--- config.mk ---
export PLATFORM = sky130hd
export DESIGN_NAME = mc_error_logger
export DESIGN_NICKNAME = d
export VERILOG_FILES = /design/src/rtl/mc_logger_pkg.sv /design/src/rtl/mc_code_encoder.sv /design/src/rtl/mc_error_logger.sv
export VERILOG_INCLUDE_DIRS = /design/src /design/src/rtl
export SDC_FILE = /design/constraint.sdc
export NUM_CORES = 1
export LEC_CHECK = 0
export ABC_CLOCK_PERIOD_IN_PS = 3110
export BUFFER_PORTS_ARGS = -buffer_cell sky130_fd_sc_hd__buf_2
export CAP_MARGIN = 15
export CELL_PAD_IN_SITES_DETAIL_PLACEMENT = 1
export CELL_PAD_IN_SITES_GLOBAL_PLACEMENT = 1
export CORE_ASPECT_RATIO = 0.8
export CORE_MARGIN = 5
export CORE_UTILIZATION = 40
export CTS_BUF_LIST = sky130_fd_sc_hd__clkbuf_8 sky130_fd_sc_hd__clkbuf_16
export CTS_CLUSTER_SIZE = 8
export DETAILED_ROUTE_END_ITERATION = 16
export PLACE_DENSITY_LB_ADDON = 0.1
export SYNTH_ARGS = -nofsm -noshare
export SYNTH_HDL_FRONTEND = slang
export SYNTH_SLANG_ARGS = --single-unit
--- constraint.sdc ---
create_clock -name mclk_in -period 3.11 [get_ports mclk_in]
set_input_delay 0.4665 -clock mclk_in [delete_from_list [all_inputs] [get_ports mclk_in]]
set_output_delay 0.4665 -clock mclk_in [all_outputs]
set_load 0.01 [all_outputs]
--- src/rtl/mc_logger_params.svh ---
// Constants for the error-code logger: register offsets, code fields, sizes.
// Included by the package and by the design modules; definitions only.
`ifndef MC_LOGGER_PARAMS_SVH
`define MC_LOGGER_PARAMS_SVH

`define BANK_COUNT 4
`define FILTER_LIMIT 3
`define MC_VECTOR 8'h12
`define STRAP_SETTLE 2'h2

`define CAP_OFFSET 12'h000
`define GCTL_OFFSET 12'h004
`define CR4_OFFSET 12'h008
`define STRAP_OFFSET 12'h00c
`define BANK_BASE 12'h100
`define BANK_CTL_SLOT 4'h0
`define BANK_STATUS_SLOT 4'h4

`define CAP_FILTER_BIT 11
`define CAP_CTL_P_BIT 8
`define CR4_MCE_BIT 6
`define STATUS_VALID_BIT 31
`define STATUS_MODEL_LSB 16
`define FILTER_BIT 12

`define CODE_NONE 16'h0000
`define CODE_UNCLASSIFIED 16'h0001
`define CODE_UROM_PARITY 16'h0002
`define CODE_EXTERNAL 16'h0003
`define CODE_REDUNDANCY 16'h0004
`define CODE_INT_PARITY 16'h0005
`define CODE_INT_TIMER 16'h0400
`define CODE_INT_UNCLASS 16'h0400
`define CODE_GEN_CACHE 16'h000c
`define CODE_TLB 16'h0010
`define CODE_MEMCTL 16'h0080
`define CODE_CACHE 16'h0100
`define CODE_BUS 16'h0800

`define TT_GENERIC 2'h2
`define TT_RESERVED 2'h3

`define RESP_OKAY 2'h0
`define RESP_SLVERR 2'h2

`endif

--- src/rtl/mc_logger_pkg.sv ---
// Types shared by the error-code logger modules.
// Assumes mc_logger_params.svh for all numeric constants.
`include "mc_logger_params.svh"
package mc_logger_pkg;

  typedef enum logic [3:0] {
    kind_none = 4'h0,
    kind_unclassified = 4'h1,
    kind_urom_parity = 4'h2,
    kind_external = 4'h3,
    kind_redundancy = 4'h4,
    kind_int_parity = 4'h5,
    kind_int_timer = 4'h6,
    kind_int_unclass = 4'h7,
    kind_gen_cache = 4'h8,
    kind_tlb = 4'h9,
    kind_memctl = 4'ha,
    kind_cache = 4'hb,
    kind_bus = 4'hc
  } error_kind_t;

  typedef enum logic [1:0] {
    wr_idle = 2'h0,
    wr_resp = 2'h1
  } wr_state_t;

endpackage

--- src/rtl/mc_code_encoder.sv ---
// Builds the 16-bit architectural error code from an error kind and sub-fields.
// Assumes inputs are on the same clock; the output is purely combinational.
`timescale 1ns/1ps
`include "mc_logger_params.svh"
module mc_code_encoder
  import mc_logger_pkg::*;
(
  input wire error_kind_t kind_in,
  input wire logic filter_in,
  input wire logic [1:0] transaction_type_field_in,
  input wire logic [1:0] hierarchy_level_field_in,
  input wire logic [3:0] request_kind_field_in,
  input wire logic [2:0] memory_transaction_field_in,
  input wire logic [3:0] memory_channel_field_in,
  input wire logic [1:0] participation_field_in,
  input wire logic timeout_in,
  input wire logic [1:0] memory_or_io_field_in,
  input wire logic [9:0] detail_in,
  output logic [15:0] code_out
);
  logic [1:0] tt;
  logic [15:0] f;

  always_comb begin
    tt = (transaction_type_field_in == `TT_RESERVED) ? `TT_GENERIC
        : transaction_type_field_in;
    f = {3'h0, filter_in, 12'h000};
    case (kind_in)
      kind_none: code_out = `CODE_NONE;
      kind_unclassified: code_out = `CODE_UNCLASSIFIED;
      kind_urom_parity: code_out = `CODE_UROM_PARITY;
      kind_external: code_out = `CODE_EXTERNAL;
      kind_redundancy: code_out = `CODE_REDUNDANCY;
      kind_int_parity: code_out = `CODE_INT_PARITY;
      kind_int_timer: code_out = `CODE_INT_TIMER;
      kind_int_unclass: code_out = `CODE_INT_UNCLASS
          | {6'h00, (detail_in == 10'h000) ? 10'h001 : detail_in};
      kind_gen_cache: code_out = f | `CODE_GEN_CACHE
          | {14'h0000, hierarchy_level_field_in};
      kind_tlb: code_out = f | `CODE_TLB
          | {12'h000, tt, hierarchy_level_field_in};
      kind_memctl: code_out = f | `CODE_MEMCTL
          | {9'h000, memory_transaction_field_in, memory_channel_field_in};
      kind_cache: code_out = f | `CODE_CACHE
          | {8'h00, request_kind_field_in, tt, hierarchy_level_field_in};
      kind_bus: code_out = f | `CODE_BUS
          | {4'h0, participation_field_in, timeout_in, request_kind_field_in,
             memory_or_io_field_in, hierarchy_level_field_in};
      default: code_out = `CODE_UNCLASSIFIED;
    endcase
  end
endmodule

--- src/rtl/mc_error_logger.sv ---
// Machine-check error logger: error banks, capability, exception enable, AXI4-Lite slave.
// Assumes error reports arrive on mclk_in; the external bus-init signal is asynchronous.
`timescale 1ns/1ps
`include "mc_logger_params.svh"
module mc_error_logger
  import mc_logger_pkg::*;
#(
  parameter int BANKS = `BANK_COUNT,
  parameter int FILTER_LIMIT = `FILTER_LIMIT
) (
  input wire logic mclk_in,
  input wire logic rst_n_in,
  input wire logic err_valid_in,
  input wire logic [1:0] err_bank_in,
  input wire error_kind_t err_kind_in,
  input wire logic err_corrected_in,
  input wire logic [1:0] transaction_type_field_in,
  input wire logic [1:0] hierarchy_level_field_in,
  input wire logic [3:0] request_kind_field_in,
  input wire logic [2:0] memory_transaction_field_in,
  input wire logic [3:0] memory_channel_field_in,
  input wire logic [1:0] participation_field_in,
  input wire logic err_timeout_in,
  input wire logic [1:0] memory_or_io_field_in,
  input wire logic [9:0] err_detail_in,
  input wire logic [15:0] err_model_code_in,
  input wire logic bus_initialization_signal_n_in,
  input wire logic bus_init_observe_strap_in,
  input wire logic [11:0] s_axi_awaddr,
  input wire logic s_axi_awvalid,
  output logic s_axi_awready,
  input wire logic [31:0] s_axi_wdata,
  input wire logic [3:0] s_axi_wstrb,
  input wire logic s_axi_wvalid,
  output logic s_axi_wready,
  output logic [1:0] s_axi_bresp,
  output logic s_axi_bvalid,
  input wire logic s_axi_bready,
  input wire logic [11:0] s_axi_araddr,
  input wire logic s_axi_arvalid,
  output logic s_axi_arready,
  output logic [31:0] s_axi_rdata,
  output logic [1:0] s_axi_rresp,
  output logic s_axi_rvalid,
  input wire logic s_axi_rready,
  output logic mc_exception_out,
  output logic [7:0] mc_vector_out
);
  typedef struct packed {
    logic [BANKS-1:0][31:0] bank_ctl;
    logic [BANKS-1:0][31:0] bank_status;
    logic [BANKS-1:0][1:0] filter_count;
    logic [31:0] global_ctl;
    logic machine_check_exception_enable;
    logic observe_strap;
    logic strap_taken;
    logic [1:0] strap_sync;
    logic [1:0] strap_age;
    logic [1:0] bus_initialization_signal_sync;
    logic bus_initialization_signal_prev;
    logic exc;
    wr_state_t wr_state;
    logic aw_held;
    logic w_held;
    logic [11:0] awaddr;
    logic [31:0] wdata;
    logic [3:0] wstrb;
    logic [1:0] bresp;
    logic rvalid;
    logic [31:0] rdata;
    logic [1:0] rresp;
  } state_t;

  state_t st;
  state_t next_st;
  logic [15:0] arch_code;
  logic filter_flag;

  // Last corrected post before suppression carries the filter flag
  assign filter_flag = err_corrected_in
      && st.filter_count[err_bank_in] == 2'(FILTER_LIMIT - 1);

  mc_code_encoder u_encoder (
    .kind_in(err_kind_in),
    .filter_in(filter_flag),
    .transaction_type_field_in(transaction_type_field_in),
    .hierarchy_level_field_in(hierarchy_level_field_in),
    .request_kind_field_in(request_kind_field_in),
    .memory_transaction_field_in(memory_transaction_field_in),
    .memory_channel_field_in(memory_channel_field_in),
    .participation_field_in(participation_field_in),
    .timeout_in(err_timeout_in),
    .memory_or_io_field_in(memory_or_io_field_in),
    .detail_in(err_detail_in),
    .code_out(arch_code)
  );

  // Bank index of a word-aligned address inside the bank window, BANKS otherwise
  function automatic int bank_of(input logic [11:0] a);
    if (a[11:8] == 4'(`BANK_BASE >> 8) && int'(a[7:4]) < BANKS && a[1:0] == 2'h0) begin
      return int'(a[7:4]);
    end
    return BANKS;
  endfunction

  // Register slot inside a bank window
  function automatic logic is_ctl_slot(input logic [11:0] a);
    return a[3:0] == `BANK_CTL_SLOT;
  endfunction

  function automatic logic is_status_slot(input logic [11:0] a);
    return a[3:0] == `BANK_STATUS_SLOT;
  endfunction

  // Status word: valid flag, model code, architectural code
  function automatic logic [31:0] status_word(input logic [15:0] code,
      input logic [14:0] model);
    logic [31:0] w;
    w = 32'h0000_0000;
    w[`STATUS_VALID_BIT] = 1'b1;
    w[`STATUS_VALID_BIT-1:`STATUS_MODEL_LSB] = model;
    w[`STATUS_MODEL_LSB-1:0] = code;
    return w;
  endfunction

  function automatic logic [31:0] merge(input logic [31:0] old, input logic [31:0] d,
                                        input logic [3:0] s);
    logic [31:0] r;
    r = old;
    for (int i = 0; i < 4; i++) begin
      if (s[i]) begin
        r[i*8 +: 8] = d[i*8 +: 8];
      end
    end
    return r;
  endfunction

  function automatic logic [31:0] cap_value();
    logic [31:0] c;
    c = 32'h0000_0000;
    c[7:0] = 8'(BANKS);
    c[`CAP_CTL_P_BIT] = 1'b1;
    c[`CAP_FILTER_BIT] = 1'b1;
    return c;
  endfunction

  always_comb begin
    int wb;
    int rb;
    logic do_write;
    logic post;
    logic bus_initialization_signal_edge;
    logic aw_take;
    logic w_take;
    logic ar_take;
    wb = BANKS;
    rb = BANKS;
    do_write = 1'b0;
    post = 1'b0;
    bus_initialization_signal_edge = 1'b0;
    aw_take = s_axi_awvalid && s_axi_awready;
    w_take = s_axi_wvalid && s_axi_wready;
    ar_take = s_axi_arvalid && s_axi_arready;
    next_st = st;

    // Strap passes two flops, then is caught once
    next_st.strap_sync = {st.strap_sync[0], bus_init_observe_strap_in};
    if (!st.strap_taken) begin
      next_st.strap_age = st.strap_age + 2'h1;
      if (st.strap_age == `STRAP_SETTLE) begin
        next_st.observe_strap = st.strap_sync[1];
        next_st.strap_taken = 1'b1;
      end
    end
    next_st.bus_initialization_signal_sync = {st.bus_initialization_signal_sync[0], ~bus_initialization_signal_n_in};
    next_st.bus_initialization_signal_prev = st.bus_initialization_signal_sync[1];
    bus_initialization_signal_edge = st.bus_initialization_signal_sync[1] && !st.bus_initialization_signal_prev;

    // Write channel
    if (aw_take) begin
      next_st.aw_held = 1'b1;
      next_st.awaddr = s_axi_awaddr;
    end
    if (w_take) begin
      next_st.w_held = 1'b1;
      next_st.wdata = s_axi_wdata;
      next_st.wstrb = s_axi_wstrb;
    end
    if (st.wr_state == wr_idle && st.aw_held && st.w_held) begin
      do_write = 1'b1;
      next_st.aw_held = 1'b0;
      next_st.w_held = 1'b0;
      next_st.wr_state = wr_resp;
      next_st.bresp = `RESP_OKAY;
      wb = bank_of(st.awaddr);
      if (wb < BANKS) begin
        if (is_ctl_slot(st.awaddr)) begin
          next_st.bank_ctl[wb] = merge(st.bank_ctl[wb], st.wdata, st.wstrb);
        end else if (is_status_slot(st.awaddr)) begin
          next_st.bank_status[wb] = merge(st.bank_status[wb], st.wdata, st.wstrb);
          if (st.wdata == 32'h0000_0000) begin
            next_st.filter_count[wb] = 2'h0;
          end
        end else begin
          next_st.bresp = `RESP_SLVERR;
        end
      end else if (st.awaddr == `GCTL_OFFSET) begin
        next_st.global_ctl = merge(st.global_ctl, st.wdata, st.wstrb);
      end else if (st.awaddr == `CR4_OFFSET) begin
        if (st.wstrb[0]) begin
          next_st.machine_check_exception_enable = st.wdata[`CR4_MCE_BIT];
        end
      end else if (st.awaddr != `CAP_OFFSET && st.awaddr != `STRAP_OFFSET) begin
        next_st.bresp = `RESP_SLVERR;
      end
    end
    if (st.wr_state == wr_resp && s_axi_bready) begin
      next_st.wr_state = wr_idle;
    end

    // Error posting wins over a software write to the same bank
    if (err_valid_in && int'(err_bank_in) < BANKS) begin
      post = 1'b1;
      if (err_corrected_in && st.filter_count[err_bank_in] == 2'(FILTER_LIMIT)) begin
        post = 1'b0;
      end
      if (st.bank_ctl[err_bank_in] == 32'h0000_0000) begin
        post = 1'b0;
      end
      if (post) begin
        next_st.bank_status[err_bank_in] = status_word(arch_code,
            err_model_code_in[14:0]);
        if (err_corrected_in) begin
          next_st.filter_count[err_bank_in] = st.filter_count[err_bank_in] + 2'h1;
        end
        if (!err_corrected_in && st.machine_check_exception_enable) begin
          next_st.exc = 1'b1;
        end
      end
    end
    if (bus_initialization_signal_edge && st.observe_strap && st.machine_check_exception_enable
        && st.bank_ctl[0] != 32'h0000_0000) begin
      next_st.bank_status[0] = status_word(`CODE_EXTERNAL, 15'h0000);
      next_st.exc = 1'b1;
    end
    if (!st.machine_check_exception_enable) begin
      next_st.exc = 1'b0;
    end else if (do_write && st.awaddr == `CR4_OFFSET && st.wstrb[0]
        && !st.wdata[`CR4_MCE_BIT]) begin
      next_st.exc = 1'b0;
    end

    // Read channel
    if (st.rvalid && s_axi_rready) begin
      next_st.rvalid = 1'b0;
    end
    if (ar_take) begin
      next_st.rvalid = 1'b1;
      next_st.rresp = `RESP_OKAY;
      next_st.rdata = 32'h0000_0000;
      rb = bank_of(s_axi_araddr);
      if (rb < BANKS) begin
        if (is_ctl_slot(s_axi_araddr)) begin
          next_st.rdata = st.bank_ctl[rb];
        end else if (is_status_slot(s_axi_araddr)) begin
          next_st.rdata = st.bank_status[rb];
        end else begin
          next_st.rresp = `RESP_SLVERR;
        end
      end else if (s_axi_araddr == `CAP_OFFSET) begin
        next_st.rdata = cap_value();
      end else if (s_axi_araddr == `GCTL_OFFSET) begin
        next_st.rdata = st.global_ctl;
      end else if (s_axi_araddr == `CR4_OFFSET) begin
        next_st.rdata[`CR4_MCE_BIT] = st.machine_check_exception_enable;
      end else if (s_axi_araddr == `STRAP_OFFSET) begin
        next_st.rdata[0] = st.observe_strap;
        next_st.rdata[1] = st.exc;
      end else begin
        next_st.rresp = `RESP_SLVERR;
      end
    end
  end

  always_ff @(posedge mclk_in or negedge rst_n_in) begin
    if (!rst_n_in) begin
      st <= '0;
    end else begin
      st <= next_st;
    end
  end

  always_ff @(posedge mclk_in or negedge rst_n_in) begin
    if (!rst_n_in) begin
      s_axi_awready <= 1'b0;
      s_axi_wready <= 1'b0;
      s_axi_bvalid <= 1'b0;
      s_axi_bresp <= `RESP_OKAY;
      s_axi_arready <= 1'b0;
      s_axi_rvalid <= 1'b0;
      s_axi_rdata <= 32'h0000_0000;
      s_axi_rresp <= `RESP_OKAY;
      mc_exception_out <= 1'b0;
      mc_vector_out <= 8'h00;
    end else begin
      s_axi_awready <= next_st.wr_state == wr_idle && !next_st.aw_held;
      s_axi_wready <= next_st.wr_state == wr_idle && !next_st.w_held;
      s_axi_arready <= !next_st.rvalid;
      s_axi_bvalid <= next_st.wr_state == wr_resp;
      s_axi_bresp <= next_st.bresp;
      s_axi_rvalid <= next_st.rvalid;
      s_axi_rdata <= next_st.rdata;
      s_axi_rresp <= next_st.rresp;
      mc_exception_out <= next_st.exc;
      mc_vector_out <= `MC_VECTOR;
    end
  end
endmodule

==> impl_metrics.py <==
metrics = {
    "outcome": {
        "status": "complete, no violations",
    },
    "floorplan": {
        "chipWidth_um": 277,
        "dieHeight_um": 224,
        "die_area_um2": 62100,
        "initial_core_util": 0.404,
        "core.rowCount": 78,
        "coreArea_um2": 56700,
        "ios": 173,
    },
    "worst_setup_path": {
        "endpoint_kind": "register",
        "crit_fanout": 17,
        "critPathKind": "reg -> reg",
        "r2r-end": "st[255]$_DFF_PN0_",
        "crit_end": "st[255]$_DFF_PN0_",
        "reg2regPathDepth": 8,
        "cp-startpoint": "st[357]$_DFFE_PN0P_",
        "start_kind": "register",
        "reg2reg_slack_ps": 120,
        "worstPathRequired_ps": 3620,
        "worstReg2RegStart": "st[357]$_DFFE_PN0P_",
        "critical_path_arrival_ps": 3500,
    },
    "logic_synthesis": {
        "ys_warn_count": 0,
        "synth_edf_count": 0,
        "yosysSeqAreaShare": 0.436,
        "synth.area.mux_share": 0.153,
        "synth_ff_type": "dfrtp_1",
        "synth-compound-area-share": 0.212,
        "synthAdderAreaFrac": 0.00164,
        "synth-xor-area-share": 0.000383,
        "syn-cell-area_um2": 22900,
        "synth_top_family_by_area": "compound AO/OA/AOI/OAI gates",
        "synthSimpleGateAreaFrac": 0.139,
        "yosys.cell_types.count": 78,
        "syn_area_per_cell_um2": 9.77,
        "syn_inst": 2343,
        "synth-async-reset-ratio": 1.00,
        "synth_seq_cells": 399,
    },
    "cts": {
        "cts_inserted_buffers": 55,
        "clock_latency_ps": 620,
        "h-tree-depth": 2,
        "clk_path_buf_depth": 3,
        "clk_pin_slew_ps": 50,
        "post_cts_buffers": 0,
        "clock-sinks": 399,
        "cts_root_buf": "clkbuf_16",
        "cts_tree": "built",
    },
    "sta": {
        "min_period_ps": 2990,
        "fin_crit_sh": 0.963,
        "rsz0062_at_grt": "false",
        "fmax_mhz": 334,
        "whs_ps": 87.9,
        "worst_slew_pin_slew_ps": 813,
        "hold_viol": 0,
        "slew_violations": 0,
        "finalSetupViolations": 0,
        "slew_headroom": 0.458,
        "clock-skew-final_ps": 19.4,
        "final.setup.tns_ps": 0,
    },
    "layout": {
        "multi_input_area_um2": 11700,
        "final_cell_mix": "dfrtp_1, nand2_1, o21ai_0, mux2_2, buf_2",
        "drive_gt1_frac": 0.251,
        "finish.utilization": 0.464,
        "layout_commonest_cell": "dfrtp_1",
        "nFillCells": 6300,
        "fin_area_um2": 26300,
        "final_nets": 2581,
        "seq_area_um2": 9990,
        "largest_reg_flops": 355,
        "syn2layout_area_growth_pct": 14.9,
        "largest_register": "st",
    },
    "route": {
        "wl_per_cell_um": 30.4,
        "drt-pass1-iter-count": 7,
        "drc": 0,
        "post_drt_via_cell_ratio": 6.47,
        "drt_iter0_drc": 2080,
        "via_count": 20800,
        "ant_nets": 0,
        "wirelength_um": 97800,
    },
    "global_route": {
        "grt_pass1_wl_um": 145000,
        "grt_overflow": 0,
        "grt_usage": 0.305,
        "antenna_found_initial": 2,
        "grt_pass1_vias": 21700,
        "grt_max_degree": 95,
    },
    "placement": {
        "place_hpwl_um": 69500,
        "place.port_buffers": 163,
        "dpl_cell_area_um2": 24800,
        "place.gp.congestion": 0.915,
    },
    "flow_run": {
        "cap_violations": 0,
    },
    "pwr": {
        "ir_drop_uv": 550,
        "leakagePower_nw": 11.2,
        "power_density_nw_per_um2": 727,
    },
    "min_path": {
        "min_path_type": "in -> reg",
    },
}
## layout make-up
class / count / area share
multi-input cells: 1669 / 0.446
clock buffers: 55 / 0.0524
repair buffers: 284 / 0.0763
well taps: 760 / 0.0362
flip-flops and latches: 399 / 0.380
inverters: 46 / 0.00657
clock inverters: 5 / 0.00214
diodes: 1 / 0.0000952
## critical path: stages (launching register included)
cell,delay [ps]
dfrtp_1,460
nor4_2,440
buf_4,180
nand4_1,80
buf_4,180
or4_1,760
and3_1,280
buf_4,240
o21ai_0,250
## how the worst min path moves through the flow
stage / depth (start not counted) / start / slack, ps / end
finish: 2 / s_axi_wdata[26] / 90 / st[67]$_DFFE_PN0P_
detailed placement: 0 / next_st[92]$_DFF_PN0_ / 340 / next_st[90]$_DFF_PN0_
global route: 2 / s_axi_wdata[11] / 70 / st[52]$_DFFE_PN0P_
floorplan: 0 / rst_n_in / 170 / mc_exception_out$_DFFE_PN0P_
CTS: 2 / s_axi_wdata[0] / 60 / st[41]$_DFFE_PN0P_
global placement: 0 / next_st[92]$_DFF_PN0_ / 330 / next_st[90]$_DFF_PN0_
## synth_stat cells (all sizes together) (8+ instances only)
cell	count	area [µm²]
a21o	24	180
nor4	62	407
nor2b	13	81.3
buf	92	593
nand2b	45	282
nor3	20	145
o22ai	25	156
and3	35	219
a22oi	36	270
dfrtp	399	9980
a221oi	53	464
a211oi	26	195
o2bb2ai	36	315
mux2i	128	1280
clkbuf	144	542
o21ai	259	1300
a31oi	16	100
nor2	70	270
a21oi	73	388
o31ai	58	450
nand2	241	905
nor3b	8	60.1
or4	10	82.6
inv	45	169
mux2	193	2170
nand4	45	288
o211ai	32	240
o221a	25	282
nand3	32	170
## layer usage
metal  wire length (µm)  global-route usage  part of all wire  vias up
met2              43300               0.467              0.44      872
li1                   -                   -                 -     8980
met4               5240               0.144             0.054        2
met1              41700               0.418              0.43    10700
met5                 17                   0           0.00017        -
met3               7530              0.0606             0.077      247
## metrics by stage
step                      power (mW)  std cells  setup slack (ps)
final                           19.1       3219               116
after global routing            19.9       3218              43.4
after CTS                       19.1       3218              26.8
after detailed placement        13.5       3155              64.9
after global placement          13.3       3155               153
after floorplan                 10.6       2350              76.5
## where the power goes
group,internal (mW),switching [mW]
Clock,3.11,2.36
Combinational,2.37,4.01
Sequential,5.98,1.29
## cell families (layout without fill, tap and decap cells)
group                      count (synthesis)  count (layout)
AOI/OAI and AO/OA                        721             721
xor gates and xnor gates                   1               1
adders and majority gates                  3               3
buffers and inverters                    282             390
DFF                                      399             399
muxes                                    323             323
other                                      2              10
and+or+nand+nor                          612             612
## timing repair
action / 4_1_cts / 5_1_grt
endpoints found under the hold margin: 40 / 0
setup endpoints to repair: 0 / 15
hold buffers: 3 / 0
gates resized for setup: 0 / 1
Note: power is estimated with default switching activity, not from simulation.
